==> config.mk <==
export PLATFORM = sky130hd
export DESIGN_NAME = etu_top
export DESIGN_NICKNAME = d
export VERILOG_FILES = /design/src/hw/etu_pkg.sv /design/src/hw/etu_top.sv
export SDC_FILE = /design/constraint.sdc
export NUM_CORES = 1
export LEC_CHECK = 0
export BUFFER_PORTS_ARGS = -buffer_cell sky130_fd_sc_hd__clkbuf_2
export CORE_UTILIZATION = 45
export DETAILED_ROUTE_END_ITERATION = 8
export PLACE_DENSITY = 0.68
export RECOVER_POWER = 50
export SYNTH_ARGS = -nofsm -noshare
export SYNTH_HDL_FRONTEND = slang
export SYNTH_SLANG_ARGS = --single-unit
==> constraint.sdc <==
create_clock -name sys_clk -period 25.2 [get_ports sys_clk]
set_input_delay 2.52 -clock sys_clk [delete_from_list [all_inputs] [get_ports sys_clk]]
set_output_delay 2.52 -clock sys_clk [all_outputs]
set_load 0.05 [all_outputs]
==> src/hw/etu_pkg.sv <==
// Package for the event transfer unit: constants, states and carrier types.
package etu_pkg;

  // ==========================================================================
  // Descriptor layout and sizes
  // ==========================================================================
  localparam int unsigned FULL_WORDS        = 4;
  localparam int unsigned SHORT_WORDS       = 3;
  localparam int unsigned NORMAL_MAX        = 65536;
  localparam int unsigned REPEAT_MAX        = 256;
  localparam int unsigned VECTORS           = 256;
  localparam logic [31:0] VT_BASE_MASK      = 32'hFFFF_FC00;
  localparam logic [31:0] VT_LOW_TOP        = 32'h07FF_FC00;
  localparam logic [31:0] VT_HIGH_BOTTOM    = 32'hF800_0000;
  localparam logic [31:0] SHORT_HIGH_BOTTOM = 32'hFF80_0000;
  localparam int unsigned SHORT_ADDR_BITS   = 24;

  // Reset values.
  localparam logic        RUN_RESET         = 1'b1;
  localparam logic        STOP_RESET        = 1'b0;

  // ==========================================================================
  // Encodings
  // ==========================================================================
  typedef enum logic [1:0] {
    SZ_BYTE = 2'b00,
    SZ_WORD = 2'b01,
    SZ_LONG = 2'b10
  } etu_size_t;

  typedef enum logic [1:0] {
    MD_NORMAL = 2'b00,
    MD_REPEAT = 2'b01,
    MD_BLOCK  = 2'b10
  } etu_mode_t;

  typedef enum logic [3:0] {
    ST_IDLE   = 4'b0000,
    ST_VEC    = 4'b0001,
    ST_DESC   = 4'b0010,
    ST_READ   = 4'b0011,
    ST_WRITE  = 4'b0100,
    ST_UPDATE = 4'b0101,
    ST_WBACK  = 4'b0110,
    ST_DONE   = 4'b0111
  } etu_state_t;

  // Bus request carried to system memory.
  typedef struct packed {
    logic        req;
    logic        we;
    logic [1:0]  size;
    logic [31:0] addr;
    logic [31:0] wdata;
  } etu_bus_req_t;

  // Decoded descriptor: word 0 mode/size/flags, then addresses and count.
  typedef struct packed {
    logic [1:0]  mode;
    logic [1:0]  size;
    logic        rpt_dst;
    logic [1:0]  sinc;
    logic [1:0]  dinc;
    logic [31:0] src;
    logic [31:0] dst;
    logic [15:0] cnt_a;
    logic [15:0] cnt_b;
  } etu_desc_t;

endpackage : etu_pkg

==> src/hw/etu_top.sv <==
// Event transfer unit: interrupt activated descriptor based memory mover.
`timescale 1ns/10ps
module etu_top #(
  parameter int unsigned NVEC = 256
) (
  // Clock and reset
  input  wire logic               sys_clk,
  input  wire logic               nrst,
  // Activation from the interrupt controller
  input  wire logic               act_req,
  input  wire logic [7:0]         act_vec,
  input  wire logic [NVEC-1:0]    per_vector_activation_enable,
  output logic                    act_ack,
  // Configuration
  input  wire logic [31:0]        vector_table_base,
  input  wire logic               address_format_select,
  input  wire logic               transfer_unit_run,
  input  wire logic               module_stop,
  input  wire logic               big_endian,
  // System bus
  output etu_pkg::etu_bus_req_t   bus_o,
  input  wire logic               bus_ready,
  input  wire logic [31:0]        bus_rdata,
  // Status
  output logic                    active_q,
  output logic [7:0]              active_vec_q,
  output logic                    stop_ack
);

  // ==========================================================================
  // Reset synchroniser
  // ==========================================================================
  logic rst_s1_q, rst_n_q;
  always_ff @(posedge sys_clk or negedge nrst) begin
    if (!nrst) begin
      rst_s1_q <= 1'b0;
      rst_n_q  <= 1'b0;
    end else begin
      rst_s1_q <= 1'b1;
      rst_n_q  <= rst_s1_q;
    end
  end

  // ==========================================================================
  // Helpers
  // ==========================================================================
  function automatic logic [31:0] swap32(input logic [31:0] w, input logic be);
    swap32 = be ? {w[7:0], w[15:8], w[23:16], w[31:24]} : w;
  endfunction

  function automatic logic [31:0] ext24(input logic [31:0] a);
    ext24 = {{8{a[23]}}, a[23:0]};
  endfunction

  // Walks an address back over k units so a repeat area needs no start register.
  function automatic logic [31:0] rewind(input logic [31:0] a, input logic [1:0] inc,
                                         input logic [1:0] sz, input logic [7:0] k);
    logic [31:0] d;
    d = {24'h00_0000, k} << sz;
    case (inc)
      2'b10:   rewind = a - d;
      2'b11:   rewind = a + d;
      default: rewind = a;
    endcase
  endfunction

  function automatic logic [31:0] step(input logic [31:0] a, input logic [1:0] inc,
                                       input logic [1:0] sz);
    logic [31:0] n;
    n = (sz == etu_pkg::SZ_LONG) ? 32'h0000_0004 :
        (sz == etu_pkg::SZ_WORD) ? 32'h0000_0002 : 32'h0000_0001;
    case (inc)
      2'b10:   step = a + n;
      2'b11:   step = a - n;
      default: step = a;
    endcase
  endfunction

  // ==========================================================================
  // State
  // ==========================================================================
  etu_pkg::etu_state_t state_q;
  etu_pkg::etu_desc_t  desc_q;
  logic [31:0] desc_addr_q, data_q, blk_src_q, blk_dst_q;
  logic [2:0]  idx_q;
  logic [15:0] blk_q;
  logic        short_q, last_q;

  wire logic run_ok  = transfer_unit_run && !module_stop;
  wire logic [31:0] vt_base = vector_table_base & etu_pkg::VT_BASE_MASK;
  // The ignored low bits must not push a legal base out of range.
  wire logic base_ok = (vt_base <= etu_pkg::VT_LOW_TOP) ||
                       (vt_base >= etu_pkg::VT_HIGH_BOTTOM);
  wire logic start = (state_q == etu_pkg::ST_IDLE) && act_req && run_ok && base_ok &&
                     per_vector_activation_enable[act_vec];
  wire logic [2:0] nwords = address_format_select ?
                            3'(etu_pkg::SHORT_WORDS) : 3'(etu_pkg::FULL_WORDS);
  wire logic [2:0] lastw = short_q ? 3'(etu_pkg::SHORT_WORDS - 1) :
                                     3'(etu_pkg::FULL_WORDS - 1);
  wire logic [31:0] rd = swap32(bus_rdata, big_endian);
  // Word to present next, so an answered word is never offered twice.
  wire logic [2:0] wb_idx = idx_q + 3'(bus_ready);

  assign act_ack  = start;
  assign stop_ack = module_stop && (state_q == etu_pkg::ST_IDLE);

  // Packed words for write-back, same layout as fetched.
  logic [31:0] wb_word;
  always_comb begin
    wb_word = 32'h0000_0000;
    case (wb_idx)
      3'd0: wb_word = {desc_q.mode, desc_q.size, desc_q.rpt_dst, desc_q.sinc,
                       desc_q.dinc, 15'h0000, short_q ? desc_q.cnt_a[7:0] : 8'h00};
      3'd1: wb_word = short_q ? {8'h00, desc_q.src[23:0]} : desc_q.src;
      3'd2: wb_word = short_q ? {8'h00, desc_q.dst[23:0]} : desc_q.dst;
      default: wb_word = {desc_q.cnt_a, desc_q.cnt_b};
    endcase
  end

  // ==========================================================================
  // Sequencer
  // ==========================================================================
  always_ff @(posedge sys_clk or negedge rst_n_q) begin
    if (!rst_n_q) begin
      state_q      <= etu_pkg::ST_IDLE;
      idx_q        <= 3'd0;
      short_q      <= 1'b0;
      desc_addr_q  <= 32'h0000_0000;
      active_vec_q <= 8'h00;
    end else begin
      case (state_q)
        etu_pkg::ST_IDLE: begin
          if (start) begin
            active_vec_q <= act_vec;
            short_q      <= address_format_select;
            state_q      <= etu_pkg::ST_VEC;
          end
        end
        etu_pkg::ST_VEC: begin
          if (bus_ready) begin
            desc_addr_q <= rd;
            idx_q       <= 3'd0;
            state_q     <= etu_pkg::ST_DESC;
          end
        end
        etu_pkg::ST_DESC: begin
          if (bus_ready) begin
            idx_q <= idx_q + 3'd1;
            if (idx_q == lastw) begin
              state_q <= etu_pkg::ST_READ;
            end
          end
        end
        etu_pkg::ST_READ: if (bus_ready) state_q <= etu_pkg::ST_WRITE;
        etu_pkg::ST_WRITE: if (bus_ready) state_q <= etu_pkg::ST_UPDATE;
        etu_pkg::ST_UPDATE: begin
          idx_q   <= 3'd0;
          state_q <= last_q ? etu_pkg::ST_WBACK : etu_pkg::ST_READ;
        end
        etu_pkg::ST_WBACK: begin
          if (bus_ready) begin
            idx_q <= idx_q + 3'd1;
            if (idx_q == lastw) state_q <= etu_pkg::ST_DONE;
          end
        end
        etu_pkg::ST_DONE: state_q <= etu_pkg::ST_IDLE;
        default: state_q <= etu_pkg::ST_IDLE;
      endcase
    end
  end

  // ==========================================================================
  // Descriptor and data path
  // ==========================================================================
  always_ff @(posedge sys_clk or negedge rst_n_q) begin
    if (!rst_n_q) begin
      desc_q    <= '0;
      data_q    <= 32'h0000_0000;
      blk_q     <= 16'h0000;
      blk_src_q <= 32'h0000_0000;
      blk_dst_q <= 32'h0000_0000;
      last_q    <= 1'b0;
    end else begin
      if (state_q == etu_pkg::ST_DESC && bus_ready) begin
        case (idx_q)
          3'd0: begin
            desc_q.mode    <= rd[31:30];
            desc_q.size    <= rd[29:28];
            desc_q.rpt_dst <= rd[27];
            desc_q.sinc    <= rd[26:25];
            desc_q.dinc    <= rd[24:23];
            if (short_q) {desc_q.cnt_a, desc_q.cnt_b} <= {8'h00, rd[7:0], 16'h0000};
          end
          3'd1: desc_q.src <= short_q ? ext24(rd) : rd;
          3'd2: desc_q.dst <= short_q ? ext24(rd) : rd;
          default: {desc_q.cnt_a, desc_q.cnt_b} <= rd;
        endcase
      end
      if (state_q == etu_pkg::ST_READ) begin
        blk_src_q <= desc_q.src;
        blk_dst_q <= desc_q.dst;
        if (blk_q == 16'h0000) blk_q <= desc_q.cnt_b;
        if (bus_ready) data_q <= bus_rdata;
      end
      if (state_q == etu_pkg::ST_UPDATE) begin
        desc_q.src <= step(desc_q.src, desc_q.sinc, desc_q.size);
        desc_q.dst <= step(desc_q.dst, desc_q.dinc, desc_q.size);
        last_q     <= 1'b0;
        case (desc_q.mode)
          etu_pkg::MD_REPEAT: begin
            // Count in low byte; zero means 256 and the high byte reloads it.
            if (desc_q.cnt_a[7:0] == 8'h01) begin
              desc_q.cnt_a[7:0] <= desc_q.cnt_a[15:8];
              if (desc_q.rpt_dst) desc_q.dst <= rewind(desc_q.dst, desc_q.dinc, desc_q.size,
                                                       desc_q.cnt_a[15:8] - 8'h01);
              else desc_q.src <= rewind(desc_q.src, desc_q.sinc, desc_q.size,
                                        desc_q.cnt_a[15:8] - 8'h01);
            end else begin
              desc_q.cnt_a[7:0] <= desc_q.cnt_a[7:0] - 8'h01;
            end
          end
          etu_pkg::MD_BLOCK: begin
            blk_q <= blk_q - 16'h0001;
            last_q <= (blk_q == 16'h0001);
            if (blk_q == 16'h0001) desc_q.cnt_b <= desc_q.cnt_b - 16'h0001;
          end
          default: desc_q.cnt_a <= desc_q.cnt_a - 16'h0001;
        endcase
        if (desc_q.mode != etu_pkg::MD_BLOCK) last_q <= 1'b0;
      end
      if (state_q == etu_pkg::ST_WRITE && bus_ready && desc_q.mode != etu_pkg::MD_BLOCK)
        last_q <= 1'b1;
    end
  end

  // ==========================================================================
  // Bus drive and status
  // ==========================================================================
  always_ff @(posedge sys_clk or negedge rst_n_q) begin
    if (!rst_n_q) begin
      bus_o    <= '0;
      active_q <= 1'b0;
    end else begin
      active_q    <= (state_q != etu_pkg::ST_IDLE) || start;
      bus_o.req   <= 1'b0;
      bus_o.we    <= 1'b0;
      bus_o.size  <= etu_pkg::SZ_LONG;
      bus_o.addr  <= 32'h0000_0000;
      bus_o.wdata <= 32'h0000_0000;
      case (state_q)
        etu_pkg::ST_VEC: begin
          bus_o.req  <= !bus_ready;
          bus_o.addr <= vt_base + {22'h0, active_vec_q, 2'b00};
        end
        etu_pkg::ST_DESC: begin
          bus_o.req  <= !(bus_ready && idx_q == lastw);
          bus_o.addr <= desc_addr_q + {27'h0, idx_q + 3'(bus_ready), 2'b00};
        end
        etu_pkg::ST_READ: begin
          bus_o.req  <= !bus_ready;
          bus_o.size <= desc_q.size;
          bus_o.addr <= desc_q.src;
        end
        etu_pkg::ST_WRITE: begin
          bus_o.req   <= !bus_ready;
          bus_o.we    <= 1'b1;
          bus_o.size  <= desc_q.size;
          bus_o.addr  <= desc_q.dst;
          bus_o.wdata <= data_q;
        end
        etu_pkg::ST_WBACK: begin
          bus_o.req   <= !(bus_ready && idx_q == lastw);
          bus_o.we    <= 1'b1;
          bus_o.addr  <= desc_addr_q + {27'h0, wb_idx, 2'b00};
          bus_o.wdata <= swap32(wb_word, big_endian);
        end
        default: bus_o.req <= 1'b0;
      endcase
    end
  end

  // ==========================================================================
  // Checks
  // ==========================================================================
  gated_start_a: assert property (@(posedge sys_clk) disable iff (!rst_n_q)
    act_ack |-> per_vector_activation_enable[act_vec] && transfer_unit_run)
    else $error("activation taken for disabled vector");
  stop_blocks_a: assert property (@(posedge sys_clk) disable iff (!rst_n_q)
    module_stop |-> !act_ack) else $error("activation while stopped");
  vec_fetch_a: assert property (@(posedge sys_clk) disable iff (!rst_n_q)
    act_ack |=> ##1 bus_o.addr == vt_base + {22'h0, $past(act_vec, 2), 2'b00})
    else $error("wrong vector entry address");
  wback_done_a: assert property (@(posedge sys_clk) disable iff (!rst_n_q)
    state_q == etu_pkg::ST_DONE |-> $past(state_q) == etu_pkg::ST_WBACK)
    else $error("activation ended without write-back");
  short_len_a: assert property (@(posedge sys_clk) disable iff (!rst_n_q)
    state_q == etu_pkg::ST_DESC && short_q |-> idx_q < 3'd3)
    else $error("short descriptor fetch too long");
  full_len_a: assert property (@(posedge sys_clk) disable iff (!rst_n_q)
    $rose(state_q == etu_pkg::ST_READ) && $past(state_q) == etu_pkg::ST_DESC && !short_q
      |-> $past(idx_q) == 3'd3)
    else $error("full descriptor fetch not four words");
  base_align_a: assert property (@(posedge sys_clk) disable iff (!rst_n_q)
    state_q == etu_pkg::ST_VEC && bus_o.req |->
      bus_o.addr[31:10] == vector_table_base[31:10])
    else $error("vector base not 1 KB aligned");
  short_ext_a: assert property (@(posedge sys_clk) disable iff (!rst_n_q)
    state_q == etu_pkg::ST_READ && short_q |->
      desc_q.src <= 32'h00FF_FFFF ? desc_q.src < 32'h0080_0000 :
      desc_q.src >= etu_pkg::SHORT_HIGH_BOTTOM)
    else $error("short address outside reachable space");
  run_reset_a: assert property (@(posedge sys_clk) disable iff (!rst_n_q)
    state_q == etu_pkg::ST_IDLE && act_req && transfer_unit_run && !module_stop && base_ok &&
      per_vector_activation_enable[act_vec] |-> act_ack)
    else $error("enabled activation refused");
  act_c: cover property (@(posedge sys_clk) act_ack);
  rpt_c: cover property (@(posedge sys_clk) state_q == etu_pkg::ST_UPDATE &&
                         desc_q.mode == etu_pkg::MD_REPEAT);
  blk_c: cover property (@(posedge sys_clk) state_q == etu_pkg::ST_UPDATE &&
                         desc_q.mode == etu_pkg::MD_BLOCK);
  done_c: cover property (@(posedge sys_clk) state_q == etu_pkg::ST_DONE && short_q);

endmodule // etu_top

==> results of run 1 <==
final cells by class:
class	instances	area, um2	area share [%]
diodes	3	7.507	0.02625
clock buffers	45	963.4	3.368
clock inverters	17	254.0	0.8880
inverters	77	289.0	1.010
multi-input cells	2413	16970	59.32
flip-flops and latches	272	6808	23.80
well taps	696	870.8	3.045
repair buffers	464	2442	8.539
power groups by stage:
stage                     logic [W]  registers (W)  clock network [W]
after floorplan             0.00207       0.000905                  0
after global placement      0.00286       0.000921                  0
after detailed placement    0.00291       0.000928                  0
after CTS                   0.00293       0.000920           0.000543
after global routing        0.00324       0.000946           0.000560
final                       0.00301       0.000932           0.000539
worst max-delay path, cell delays in order, from the launching register on:
cell	delay (ns)
dfrtp_1	0.71
clkbuf_1	2.68
clkbuf_1	2.38
clkbuf_1	2.71
layout by cell type, fill, tap and decap left out, drive strengths merged, types with 35 or more instances in the layout:
| cell | instances |
|---|---|
| o221ai | 42 |
| nor2 | 283 |
| inv | 77 |
| o21ai | 189 |
| a211oi | 36 |
| a21oi | 238 |
| o211ai | 35 |
| nand3 | 82 |
| buf | 53 |
| nand2 | 263 |
| a31oi | 40 |
| nor3 | 49 |
| dfrtp | 272 |
| xor2 | 66 |
| a22oi | 45 |
| xnor2 | 94 |
| ha | 145 |
| mux2 | 50 |
| a221oi | 56 |
| mux2i | 184 |
| clkbuf | 456 |
| a21o | 68 |
stage by stage:
step                power, W  worst slack (ns)  instance area, um2  cells
finish              0.004479             15.86               28600   3987
global route        0.004745             14.20               28590   3984
CTS                 0.004393             16.44               28650   3984
detailed placement  0.003841             16.46               27430   3922
global placement    0.003779             16.45               27430   3922
floorplan           0.002971             17.06               24830   2942
registers in the layout, summed over array words and instances, names as in the netlist:
| name | flops |
|---|---|
| blk_q | 16 |
| bus_o | 68 |
| desc_addr_q | 32 |
| rst_s1_q | 1 |
| active_vec_q | 8 |
| data_q | 32 |
| idx_q | 3 |
| last_q | 1 |
| active_q | 1 |
| desc_q | 105 |
| rst_n_q | 1 |
| state_q | 3 |
| short_q | 1 |
per-layer routing:
layer / GRT usage [%] / vias up / part of all wire, %
li1: - / 11710 / -
met1: 49.72 / 12610 / 41
met2: 56.19 / 1485 / 43
met3: 7.624 / 320 / 10
met4: 18.93 / 2 / 5.7
met5: 0 / - / 0.012
worst paths after layout:
kind	from	to	slack [ns]
worst max-delay path	rst_n_q	bus_o[6]	15.86
worst min-delay path	rst_n_q	bus_o[63]	0.22
worst max register to register	rst_n_q	bus_o[6]	15.86
worst min register to register	rst_n_q	bus_o[63]	0.22
max in group sys_clk	act_vec[0]	act_ack	16.32
min in group sys_clk	rst_s1_q	rst_n_q	0.35
kinds of logic (layout without fill, tap and decap cells):
logic type / after synthesis / count (layout)
compound gates: 962 / 962
simple gates: 872 / 872
flops: 272 / 272
mux: 268 / 268
buf+inv: 257 / 603
xor+xnor: 160 / 160
fa+ha+maj: 150 / 150
other cells: 1 / 4
==> results_dict.tcl, run 1 <==
set metrics [dict create \
    grt_start_max_net_pins 76 \
    synth_compound_area_share_pct 25.80 \
    clock_path_buffers 3 \
    rows 85 \
    final_util_pct 52.84 \
    ant_nets 0 \
    cts_tree "built" \
    cts_inserted_buffers 35 \
    cts_sinks 272 \
    ys_seq_elements 272 \
    synth-simple-area-share_pct 16.25 \
    max-slew-margin-rel_pct -184.0 \
    antenna_found_initial 4 \
    core_area_um2 54130 \
    drtPass1Iterations 6 \
    critical_path_class "reg -> async" \
    crit_path_end_kind "asynchronous set/reset pin" \
    num_vias 26130 \
    ys_seq_area_share_pct 27.42 \
    dieArea_um2 56110 \
    gp_congestion 1.050 \
    die_h_um 236.9 \
    post-dp-hpwl_mm 81.94 \
    synthTopCellsByArea "dfrtp_1 27%, mux2i_1 7.4%, ha_1 7.3%" \
    first_iter_violations 2813 \
    vdd_drop_max_mv 0.08526 \
    slew_violations 455 \
    synth_cell_types 86 \
    syn_area_per_cell_um2 8.438 \
    initial_core_util_pct 45.86 \
    synth_top_family_by_area "compound AO/OA/AOI/OAI gates" \
    yosysTopAreaCellShare_pct 27.42 \
    synthMuxAreaShare_pct 12.88 \
    comb_power_share_pct 67.2 \
    status "finished with violations" \
    route.detailed.drc 0 \
    postCtsSetupBuffers 0 \
    fin_nets 3749 \
    finalHoldViolCount 0 \
    synth.most_common_cell "nor2_1" \
    yosys_warnings 0 \
    clockRootBuffer "clkbuf_16" \
    fin_tns_setup_ns 0 \
    hold_ws_ns 0.2188 \
    required_ns 25.02 \
    clkPwrFrac_pct 12.0 \
    pwr_density_cell_nw_per_um2 156.6 \
    skew_ns 0.03231 \
    grt_pass1_vias 24970 \
    maxCapViolations 9 \
    netlist_instances 2942 \
    area_growth_pct 15.22 \
    p_int_w 0.002081 \
    drt_wl_total_mm 105.7 \
    tightest_slew_ns 4.261 \
    chipWidth_um 236.9 \
    max_freq_mhz 107.0 \
    worst_setup_path_start_kind "flip-flop" \
    n_fill_cell 5084 \
    setup_viol 0 \
    cp.arrival_ns 9.16 \
    layout_min_cycle_time_ns 9.345 \
    swShare_pct 53.54 \
    ctsHoldBuffers 0 \
    grtUsageTotal_pct 37.01 \
    avgRoutedWirePerCell_um 26.52 \
    io_pins 415 \
    grt_overflow 0 \
    synth-edff-count 0 \
    h-tree-depth 2 \
    grt_pass1_wl_mm 156.2 \
    switchingPower_w 0.002398 \
    power_frac_seq_pct 20.8 \
    path_max_fanout 67 \
    min_path_type "reg -> async" \
    yosys.area_share.xor_xnor_pct 5.645 \
    synthAdderAreaFrac_pct 7.711 \
    numPortBuffers 404 \
    clk_pin_slew_ns 0.07 \
    cts_resized 0 \
    drive_above_1_share_pct 19.25 \
    rsz0062_at_grt "no" \
    insertion_delay_ns 0.57 \
    violations "capacitance limit, slew limit" \
    synth_ff_type "dfrtp_1" \
    r2r_cells 3 \
    power.leakage_nw 13.14 \
    finalCritPeriodShare_pct 37.08 \
    async_reset_ff_share_pct 100.0 \
    synth_commonest_cells "282 x nor2_1, 272 x dfrtp_1, 263 x nand2_1" \
    syn_area_um2 24830 \
    synth_nets 3428 \
    vias_per_cell 6.555 \
    synth_top_cell_by_area "dfrtp_1" \
]
Power figures use the tool's default switching activity.
==> inputs of run 2 (changes only) <==
--- a/config.mk
+++ b/config.mk
@@ -8,7 +8,7 @@
 export BUFFER_PORTS_ARGS = -buffer_cell sky130_fd_sc_hd__clkbuf_2
 export CORE_UTILIZATION = 45
 export DETAILED_ROUTE_END_ITERATION = 8
-export PLACE_DENSITY = 0.68
+export PLACE_DENSITY = 0.71
 export RECOVER_POWER = 50
 export SYNTH_ARGS = -nofsm -noshare
 export SYNTH_HDL_FRONTEND = slang
==> constraint.sdc (replaced) <==
create_clock -name sys_clk -period 8.05 [get_ports sys_clk]
set_input_delay 0.805 -clock sys_clk [delete_from_list [all_inputs] [get_ports sys_clk]]
set_output_delay 0.805 -clock sys_clk [all_outputs]
set_load 0.05 [all_outputs]
==> run 2 against run 1 <==
Against the previous run:
- the run still ends with capacitance limit, slew limit left
- via count shrank 1.9%
- critical path depth grew 19
- cell count shrank 0.25%
- sequential cell count is the same
- global-route usage shrank 2.3 points
- worst hold slack gained 0.13 ns
- clock skew shrank 0.0093 ns
- sequential share of layout area grew 0.18 points
- critical endpoint is now desc_q[63]
==> results_dict.tcl, run 2 (synthesis results as in run 1) <==
set metrics [dict create \
    tightest_slew_ns 3.838 \
    rows 85 \
    hp-start "rst_s1_q" \
    cts_sinks 272 \
    cts_inserted_buffers 31 \
    skew_ns 0.02303 \
    hold_end "rst_n_q" \
    h-tree-depth 1 \
    grt_pass1_wl_mm 148.4 \
    drt_wl_total_mm 99.33 \
    antenna_found_initial 1 \
    fin_nets 3743 \
    rsz0062_at_grt "no" \
    cts_tree "built" \
    final_area_um2 28380 \
    gp_congestion 1.031 \
    violations "capacitance limit, slew limit" \
    drtPass1Iterations 6 \
    final_common_cell "clkbuf_2" \
    grt_pass1_vias 23690 \
    cts_resized 0 \
    layout_common_cells "337 x clkbuf_2, 278 x nor2_1, 271 x dfrtp_1" \
    vdd_drop_max_mv 0.2521 \
    route.detailed.drc 0 \
    die_h_um 236.9 \
    r2r_setup_slack_ns 1.71 \
    area_growth_pct 14.34 \
    reg_top3 "desc_q (105), bus_o (68)" \
    grtUsageTotal_pct 34.74 \
    numPortBuffers 404 \
    pwr_density_cell_nw_per_um2 480.2 \
    slew_violations 325 \
    postCtsSetupBuffers 0 \
    max-slew-margin-rel_pct -155.9 \
    crit_path_end_kind "flip-flop" \
    io_pins 415 \
    finalNonFillerCells 3977 \
    clockRootBuffer "clkbuf_16" \
    ant_nets 0 \
    power_w 0.01363 \
    hold-path-cell-count 0 \
    fin_tns_setup_ns 0 \
    post-dp-hpwl_mm 76.90 \
    cp.arrival_ns 6.84 \
    dpl_cell_area_um2 27430 \
    insertion_delay_ns 0.61 \
    core_area_um2 54130 \
    dieArea_um2 56110 \
    finalCritPeriodShare_pct 78.82 \
    grt_overflow 0 \
    maxCapViolations 5 \
    clock_path_buffers 3 \
    finalHoldViolCount 0 \
    r2r_end "desc_q[63]" \
    max_freq_mhz 157.6 \
    largest-register "desc_q" \
    num_vias 25630 \
    required_ns 8.55 \
    drive_above_1_share_pct 17.34 \
    vias_per_cell 6.445 \
    place_inst 3919 \
    layout_min_cycle_time_ns 6.345 \
    grt_start_max_net_pins 143 \
    setup_viol 0 \
    r2r_start "desc_q[24]" \
    ctsHoldBuffers 1 \
    path_max_fanout 12 \
    status "finished with violations" \
    first_iter_violations 2983 \
    initial_core_util_pct 45.86 \
    power.leakage_nw 12.87 \
    largest_reg_flops 105 \
    chipWidth_um 236.9 \
    clk_pin_slew_ns 0.07 \
    critical_path_class "reg -> reg" \
    n_fill_cell 5209 \
    diodes 0 \
    min_path_type "reg -> reg" \
    r2r_cells 22 \
    worst_setup_path_start_kind "flip-flop" \
    avgRoutedWirePerCell_um 24.98 \
]
[run 2: changes by cell type in the layout (fill, tap and decap cells not counted), moves of 3 or more]
cell | before | now
diode_2 | 3 | 0
clkbuf_16 | 35 | 31
clkbuf_1 | 15 | 73
clkbuf_2 | 401 | 337
clkinv_2 | 3 | 6
[run 2: worst max path at each step]
stage | start | end | depth (start not counted)
4_1_cts | desc_q[24] | desc_q[63] | 22
3_3_place_gp | desc_q[24] | desc_q[63] | 22
3_5_place_dp | desc_q[24] | desc_q[63] | 22
2_1_floorplan | desc_q[24] | desc_q[63] | 24
6_report | desc_q[24] | desc_q[63] | 22
5_1_grt | rst_n_q | state_q[1] | 1
[run 2: area by class of cell]
cell class | instances | area (um2) | share of cell area [%]
sequential | 272 | 6808 | 23.98
timing repair buffer | 462 | 2369 | 8.344
clock buffer | 40 | 859.6 | 3.028
tap | 696 | 870.8 | 3.068
clock inverter | 17 | 197.7 | 0.6965
inverter | 77 | 289.0 | 1.018
multi-input combinational | 2413 | 16990 | 59.86
[run 2: critical path, stage by stage (launching register included)]
cell	delay (ns)
dfrtp_1	0.53
inv_1	0.23
ha_1	0.40
nand2_1	0.12
o211a_1	0.17
nor3_1	0.36
o21a_1	0.25
nand3_1	0.14
nor2_1	0.22
nand3_1	0.18
nor2_1	0.65
nor2_1	0.29
ha_1	0.47
and2_1	0.20
and2_1	0.19
nor2b_1	0.18
nor2b_1	0.17
nor4b_1	0.24
nor2_1	0.14
o21ai_0	0.40
mux2i_1	0.17
o2111a_1	0.28
a211o_1	0.25
[run 2: power breakdown]
part	switching [W]	internal, W
combinational	0.00573	0.00352
clock	0.000652	0.000855
sequential	0.000921	0.00194
total	0.00731	0.00632
[run 2: layer usage]
layer | part of all wire [%] | track usage (%)
met5 | 0 | 0
met4 | 5.3 | 15.25
met3 | 11 | 8.568
met2 | 43 | 52.15
met1 | 41 | 47.20
[run 2: stage by stage]
| step | util (%) | hold slack, ns | setup slack (ns) |
|---|---|---|---|
| finish | 52.43 | 0.3495 | 1.705 |
| global route | 52.43 | 0.3663 | 0.8811 |
| CTS | 52.64 | 0.3524 | 1.851 |
| detailed placement | 50.67 | 0.3378 | 1.882 |
| global placement | 50.67 | 0.3359 | 1.846 |
| floorplan | - | 0.3311 | 2.965 |
